[config.mk]
export PLATFORM = sky130hd
export DESIGN_NAME = async_base_clock_select_top
export DESIGN_NICKNAME = d
export VERILOG_FILES = /design/src/core/async_base_clock_select_pkg.sv /design/src/core/async_base_clock_select_top.sv
export SDC_FILE = /design/constraint.sdc
export NUM_CORES = 1
export LEC_CHECK = 0
export BUFFER_PORTS_ARGS = -buffer_cell sky130_fd_sc_hd__buf_2
export CAP_MARGIN = 20
export CORE_MARGIN = 10
export CORE_UTILIZATION = 26
export CTS_CLUSTER_DIAMETER = 60
export CTS_CLUSTER_SIZE = 10
export DETAILED_ROUTE_END_ITERATION = 8
export GPL_ROUTABILITY_DRIVEN = 0
export HOLD_SLACK_MARGIN = 0.12
export RECOVER_POWER = 50
export SYNTH_ARGS = -nofsm -noshare
export SYNTH_HDL_FRONTEND = slang
export SYNTH_SLANG_ARGS = --single-unit
[constraint.sdc]
create_clock -name clk -period 3.3 [get_ports clk]
set_input_delay 0.165 -clock clk [delete_from_list [all_inputs] [get_ports clk]]
set_output_delay 0.165 -clock clk [all_outputs]
set_load 0.005 [all_outputs]
[src/core/async_base_clock_select_pkg.sv]
package async_base_clock_select_pkg;

    // Register byte addresses on the APB slave
    localparam logic [11:0] ASYNC_BASE_CLOCK_SELECT_ADDR_EXT_MODE = 12'h000;
    localparam logic [11:0] ASYNC_BASE_CLOCK_SELECT_ADDR_SER_MODE = 12'h004;
    localparam logic [11:0] ASYNC_BASE_CLOCK_SELECT_ADDR_STATUS = 12'h008;

    // Field positions
    localparam int ASYNC_BASE_CLOCK_SELECT_BIT_BASE_CLK_SEL = 7;
    localparam int ASYNC_BASE_CLOCK_SELECT_BIT_SYNC_MODE = 7;

    // Reset values
    localparam logic [7:0] ASYNC_BASE_CLOCK_SELECT_EXT_MODE_RST = 8'h00;
    localparam logic [7:0] ASYNC_BASE_CLOCK_SELECT_SER_MODE_RST = 8'h00;

    // Last and mid-bit basic clock count values within a bit period
    localparam logic [3:0] ASYNC_BASE_CLOCK_SELECT_LAST_X16 = 4'hf;
    localparam logic [3:0] ASYNC_BASE_CLOCK_SELECT_LAST_X8 = 4'h7;
    localparam logic [3:0] ASYNC_BASE_CLOCK_SELECT_MID_X16 = 4'h7;
    localparam logic [3:0] ASYNC_BASE_CLOCK_SELECT_MID_X8 = 4'h3;

endpackage : async_base_clock_select_pkg

[src/core/async_base_clock_select_top.sv]
// Operation
// - Eight-bit extended serial mode register, readable and writable by software.
// - Bit 7 selects basic clock cycles per bit in asynchronous mode.
// - Bit 7 at 0: sixteen basic clock cycles per bit.
// - Bit 7 at 1: eight basic clock cycles per bit, doubling rate.
// - Bit 7 honoured only while serial mode selects asynchronous operation.
// - Extended register clears to zero on reset.
// - Bits 6 to 0 read zero; software writes only zero.
`timescale 1ns/1ps

module async_base_clock_select_top
    import async_base_clock_select_pkg::*;
(
    // Clock and reset
    input wire logic clk,
    input wire logic rst_n,
    // APB slave
    input wire logic psel,
    input wire logic penable,
    input wire logic pwrite,
    input wire logic [11:0] paddr,
    input wire logic [31:0] pwdata,
    output logic [31:0] prdata,
    output logic pready,
    output logic pslverr,
    // Basic clock tick from the baud generator
    input wire logic base_tick,
    // Bit timing to transmitter and receiver
    output logic bit_end,
    output logic rx_sample,
    output logic sync_mode
);

    typedef struct packed {
        logic base_clk_sel;
        logic sync_sel;
        logic [3:0] cnt;
        logic bit_end;
        logic rx_sample;
        logic [31:0] rdata;
    } async_base_clock_select_state_t;

    async_base_clock_select_state_t st_q;
    async_base_clock_select_state_t st_d;

    logic acc;
    logic wr;
    logic mapped;
    logic fast;
    logic [3:0] last;
    logic [3:0] mid;

    ////////////////////////////////////////////////////////////////////////
    // Bus decode and bit timing
    always_comb
    begin
        acc = psel && penable;
        wr = acc && pwrite;
        mapped = (paddr == ASYNC_BASE_CLOCK_SELECT_ADDR_EXT_MODE) || (paddr == ASYNC_BASE_CLOCK_SELECT_ADDR_SER_MODE)
            || (paddr == ASYNC_BASE_CLOCK_SELECT_ADDR_STATUS);
        fast = st_q.base_clk_sel && !st_q.sync_sel;
        last = fast ? ASYNC_BASE_CLOCK_SELECT_LAST_X8 : ASYNC_BASE_CLOCK_SELECT_LAST_X16;
        mid = fast ? ASYNC_BASE_CLOCK_SELECT_MID_X8 : ASYNC_BASE_CLOCK_SELECT_MID_X16;
        st_d = st_q;
        st_d.bit_end = 1'b0;
        st_d.rx_sample = 1'b0;
        if (wr && paddr == ASYNC_BASE_CLOCK_SELECT_ADDR_EXT_MODE)
        begin
            st_d.base_clk_sel = pwdata[ASYNC_BASE_CLOCK_SELECT_BIT_BASE_CLK_SEL];
        end
        if (wr && paddr == ASYNC_BASE_CLOCK_SELECT_ADDR_SER_MODE)
        begin
            st_d.sync_sel = pwdata[ASYNC_BASE_CLOCK_SELECT_BIT_SYNC_MODE];
        end
        st_d.rdata = 32'h0000_0000;
        if (psel && !penable && !pwrite)
        begin
            case (paddr)
                ASYNC_BASE_CLOCK_SELECT_ADDR_EXT_MODE: st_d.rdata[ASYNC_BASE_CLOCK_SELECT_BIT_BASE_CLK_SEL] = st_q.base_clk_sel;
                ASYNC_BASE_CLOCK_SELECT_ADDR_SER_MODE: st_d.rdata[ASYNC_BASE_CLOCK_SELECT_BIT_SYNC_MODE] = st_q.sync_sel;
                ASYNC_BASE_CLOCK_SELECT_ADDR_STATUS: st_d.rdata[3:0] = st_q.cnt;
                default: st_d.rdata = 32'h0000_0000;
            endcase
        end
        else if (acc)
        begin
            st_d.rdata = st_q.rdata;
        end
        if (base_tick)
        begin
            st_d.cnt = (st_q.cnt >= last) ? 4'h0 : st_q.cnt + 4'h1;
            st_d.bit_end = (st_q.cnt >= last);
            st_d.rx_sample = (st_q.cnt == mid);
        end
    end

    always_ff @(posedge clk or negedge rst_n)
    begin
        if (!rst_n)
        begin
            st_q.base_clk_sel <= ASYNC_BASE_CLOCK_SELECT_EXT_MODE_RST[ASYNC_BASE_CLOCK_SELECT_BIT_BASE_CLK_SEL];
            st_q.sync_sel <= ASYNC_BASE_CLOCK_SELECT_SER_MODE_RST[ASYNC_BASE_CLOCK_SELECT_BIT_SYNC_MODE];
            st_q.cnt <= 4'h0;
            st_q.bit_end <= 1'b0;
            st_q.rx_sample <= 1'b0;
            st_q.rdata <= 32'h0000_0000;
        end
        else
        begin
            st_q <= st_d;
        end
    end

    assign prdata = st_q.rdata;
    assign pready = 1'b1;
    assign pslverr = acc && !mapped;
    assign bit_end = st_q.bit_end;
    assign rx_sample = st_q.rx_sample;
    assign sync_mode = st_q.sync_sel;

    ////////////////////////////////////////////////////////////////////////
    // Checks: register access
    ext_write_a: assert property (@(posedge clk) disable iff (!rst_n)
        wr && paddr == ASYNC_BASE_CLOCK_SELECT_ADDR_EXT_MODE |=> st_q.base_clk_sel == $past(pwdata[7]))
        else $error("extended register write lost");

    ext_read_a: assert property (@(posedge clk) disable iff (!rst_n)
        psel && !penable && !pwrite && paddr == ASYNC_BASE_CLOCK_SELECT_ADDR_EXT_MODE
        ##1 psel && penable |-> prdata[7] == $past(st_q.base_clk_sel))
        else $error("extended register readback wrong");

    reserved_zero_a: assert property (@(posedge clk) disable iff (!rst_n)
        $past(psel && !penable && paddr == ASYNC_BASE_CLOCK_SELECT_ADDR_EXT_MODE) |-> prdata[6:0] == 7'h00)
        else $error("reserved bits read nonzero");

    upper_zero_a: assert property (@(posedge clk) disable iff (!rst_n)
        prdata[31:8] == 24'h00_0000)
        else $error("upper read bits nonzero");

    idle_read_a: assert property (@(posedge clk) disable iff (!rst_n)
        !psel |=> prdata == 32'h0000_0000)
        else $error("read data not cleared when idle");

    bad_write_a: assert property (@(posedge clk) disable iff (!rst_n)
        wr && !mapped
        |=> $stable(st_q.base_clk_sel) && $stable(st_q.sync_sel))
        else $error("unmapped write changed a register");

    ser_write_a: assert property (@(posedge clk) disable iff (!rst_n)
        wr && paddr == ASYNC_BASE_CLOCK_SELECT_ADDR_SER_MODE
        |=> sync_mode == $past(pwdata[ASYNC_BASE_CLOCK_SELECT_BIT_SYNC_MODE]))
        else $error("serial mode write lost");

    ser_read_a: assert property (@(posedge clk) disable iff (!rst_n)
        psel && !penable && !pwrite && paddr == ASYNC_BASE_CLOCK_SELECT_ADDR_SER_MODE
        |=> prdata[ASYNC_BASE_CLOCK_SELECT_BIT_SYNC_MODE] == $past(st_q.sync_sel))
        else $error("serial mode readback wrong");

    status_read_a: assert property (@(posedge clk) disable iff (!rst_n)
        psel && !penable && !pwrite && paddr == ASYNC_BASE_CLOCK_SELECT_ADDR_STATUS
        |=> prdata[3:0] == $past(st_q.cnt))
        else $error("counter readback wrong");

    ext_clear_a: assert property (@(posedge clk)
        !rst_n
        |-> st_q.base_clk_sel == 1'b0 && prdata == 32'h0000_0000)
        else $error("extended register not cleared in reset");

    ////////////////////////////////////////////////////////////////////////
    // Checks: bit timing
    wrap_x16_a: assert property (@(posedge clk) disable iff (!rst_n)
        base_tick && !fast && st_q.cnt == 4'hf |=> bit_end && st_q.cnt == 4'h0)
        else $error("x16 wrap missed");

    wrap_x8_a: assert property (@(posedge clk) disable iff (!rst_n)
        base_tick && fast && st_q.cnt == 4'h7 |=> bit_end && st_q.cnt == 4'h0)
        else $error("x8 wrap missed");

    sync_ignore_a: assert property (@(posedge clk) disable iff (!rst_n)
        st_q.sync_sel |-> !fast)
        else $error("select honoured in sync mode");

    sync_x16_a: assert property (@(posedge clk) disable iff (!rst_n)
        st_q.sync_sel && base_tick && st_q.cnt == ASYNC_BASE_CLOCK_SELECT_LAST_X8
        |=> !bit_end && st_q.cnt == 4'h8)
        else $error("short bit period in sync mode");

    cnt_bound_a: assert property (@(posedge clk) disable iff (!rst_n)
        fast && $past(fast) && $past(base_tick) |-> st_q.cnt <= ASYNC_BASE_CLOCK_SELECT_LAST_X8)
        else $error("x8 counter overran");

    tick_step_a: assert property (@(posedge clk) disable iff (!rst_n)
        base_tick && st_q.cnt < last
        |=> st_q.cnt == $past(st_q.cnt) + 4'h1)
        else $error("counter did not advance on tick");

    no_tick_hold_a: assert property (@(posedge clk) disable iff (!rst_n)
        !base_tick
        |=> $stable(st_q.cnt) && !bit_end && !rx_sample)
        else $error("bit timing moved without tick");

    bit_pulse_a: assert property (@(posedge clk) disable iff (!rst_n)
        bit_end |=> !bit_end)
        else $error("bit end longer than one cycle");

    x8_mid_a: assert property (@(posedge clk) disable iff (!rst_n)
        base_tick && fast && st_q.cnt == ASYNC_BASE_CLOCK_SELECT_MID_X8 |=> rx_sample)
        else $error("x8 mid sample missed");

    x16_mid_a: assert property (@(posedge clk) disable iff (!rst_n)
        base_tick && !fast && st_q.cnt == ASYNC_BASE_CLOCK_SELECT_MID_X16 |=> rx_sample)
        else $error("x16 mid sample missed");

    mid_sample_a: assert property (@(posedge clk) disable iff (!rst_n)
        rx_sample
        |-> $past(st_q.cnt) == (fast ? ASYNC_BASE_CLOCK_SELECT_MID_X8 : ASYNC_BASE_CLOCK_SELECT_MID_X16) || $past(fast) != fast)
        else $error("sample not at mid count");

endmodule : async_base_clock_select_top

==> flow_summary.ini <==
[routing]
wl_per_cell_microns = 11.5
vias = 671
drt.antenna.violating_nets = 0
viasPerCell = 3.92
first_pass_iters = 4
drt_wl_total_microns = 1970
drtIter0Drc = 41
drc = 0

[cts]
post_cts.repair.setup_buffers = 0
clk_pin_slew_ns = 0.07
htree_levels = 1
clk_latency_ns = 0.28
cts_made_buffers = 3
holdBufCountCts = 2
clk_path_buf_depth = 2
cts_resized = 0
clkSinkCount = 13
cts_tree = yes
cts-root-buf = clkbuf_4

[sta]
fin_skew_ns = 0.00455
slew_headroom_pct = 54.5
period_share_pct = 53.9
timing.final.ws_setup_ns = 1.52
min_period_ns = 1.78
tightest_slew_ns = 0.682
clock.fmax_mhz = 562
rsz0062_at_grt = false
finalHoldViolCount = 0
tns_ns = 0
setup-violations-final = 0
maxSlewViolCount = 0

[synth]
postSynthAreaPerCell_sq_um = 9.28
synth_seq_cells = 13
seq_area_frac_synth_pct = 35.0
yosys_warnings = 0
synthCells = 100
synthTopCellsByArea = dfrtp_1 35%, buf_4 27%, nand2_1 3.6%
synth_area_sq_um = 928
synth.top_cell.area_share_pct = 35.0
synth_cell_types = 31
synth_area_leader_cell = dfrtp_1

[setup_path]
r2r_end = st_q[37]$_DFFE_PN0P_
end_kind = output port
path_max_fanout = 4
startpoint = paddr[9]
required_ns = 3.13
cp.arrival_ns = 1.61
reg2reg_depth = 5
reg2reg_slack_ns = 1.62
critPathLaunchType = input pin
crit_type = input pin to output port
r2r_start = sync_mode$_DFFE_PN0P_
worstSetupEndpoint = pslverr

[finish]
n_antenna_cell = 0
syn_to_final_growth_pct = 8.49
final_common_cell = conb_1
final_cell_mix = 28 x conb_1, 22 x buf_2, 13 x dfrtp_1
nNetsFinal = 178
fin_util_pct = 29.7
drive_above_1_share_pct = 23.2

[global_routing]
grt_overflow = 0
grt_pass1_wl_microns = 3130
grt_pass1_vias = 774
antenna_found_initial = 0
grt.total_usage_pct = 5.95
grt_max_degree = 14

[run_status]
status = finished clean

[floorplan]
rows = 21
core-area_sq_mm = 0.00339
die_area_sq_mm = 0.00636
pin_count = 87
die_h_microns = 79.8
die_w_microns = 79.8
initial_core_util_pct = 27.4

[hold_path]
hold_path_class = input pin to flip-flop

[job]
cap_violations = 0

[place]
pre_cts_ws_ns = 1.52
dp_hpwl_microns = 1680
portBuffers = 27

[pwr]
pwr_density_cell_mw_per_mm2 = 400
peakVddDrop_mv = 0.110
leakage_uw = 0.000515
[cell families after synthesis]
logic type | count (synthesis) | synth area share, %
flops | 13 | 35.0
other cells | 2 | 0.809
xor+xnor | 1 | 0.944
fa+ha+maj | 2 | 2.69
buf+inv | 38 | 28.7
simple gates | 29 | 19.3
compound gates | 11 | 7.82
mux | 4 | 4.72
[per-stage QoR]
step	instance area, sq um	power, uW	std cells	hold slack [ns]
floorplan	1030	295	126	-0.131
global placement	967	302	165	0.0559
detailed placement	967	307	165	0.0642
CTS	1010	408	171	0.121
global route	1010	439	171	0.123
finish	1010	403	171	0.124
[layer usage]
layer	track usage [%]	part of all wire [%]
met1	5.76	37
met2	11.0	54
met3	1.80	7.0
met4	3.17	1.9
met5	0	0
[synth_stat cells]
master     number
nor2b_1         2
nand3_1         3
nor3_1          1
conb_1          2
nor4b_1         1
o21a_1          1
mux2_1          3
mux2i_1         1
inv_1           4
nor4_1          2
xnor2_1         1
o311ai_1        1
ha_1            2
nor3b_1         1
or3_1           1
or4_4           2
o31ai_2         1
or4_1           1
a31oi_1         1
nand2b_1        1
and2_1          2
or3b_2          1
o21ai_1         4
o21ai_0         2
nand2_1         9
nand4b_1        1
clkbuf_1        1
buf_4          33
o31ai_1         1
nand4bb_1       1
dfrtp_1        13
[final cells by class]
cell class	count	area [sq um]
clock buffers	4	26.3
fillers	356	2380
inverters	4	15.0
multi-input cells	75	434
flip-flops and latches	13	325
well taps	46	57.6
repair buffers	29	149
[worst min-delay path by stage]
stage                          from                     to  slack [ns]  depth (start not counted)
final                     pwdata[7]  sync_mode$_DFFE_PN0P_        0.12                          2
after global routing      pwdata[7]  sync_mode$_DFFE_PN0P_        0.12                          2
after CTS                 pwdata[7]  sync_mode$_DFFE_PN0P_        0.12                          2
after detailed placement      rst_n    rx_sample$_DFF_PN0_        0.06                          1
after global placement        rst_n  prdata[3]$_DFFE_PN0P_        0.06                          1
after floorplan               rst_n      bit_end$_DFF_PN0_       -0.13                          0
[flip-flops by register name, indices dropped and copies added, names as in the netlist]
register / cells
st_q: 5
prdata: 5
sync_mode: 1
rx_sample: 1
bit_end: 1
[worst max-delay path, cell delays in order]
cell	delay (ns)
buf_2	0.10
or4_4	0.54
or4_4	0.50
o21a_1	0.18
buf_2	0.12
[where the power goes]
part | internal [uW] | total, uW | leakage [uW] | switching [uW]
registers | 181 | 208 | 0.000172 | 26.8
logic | 43.2 | 98.3 | 0.000328 | 55.1
clock network | 46.9 | 96.9 | 0.0000150 | 50.0
Note: power is estimated with default switching activity, not from simulation.
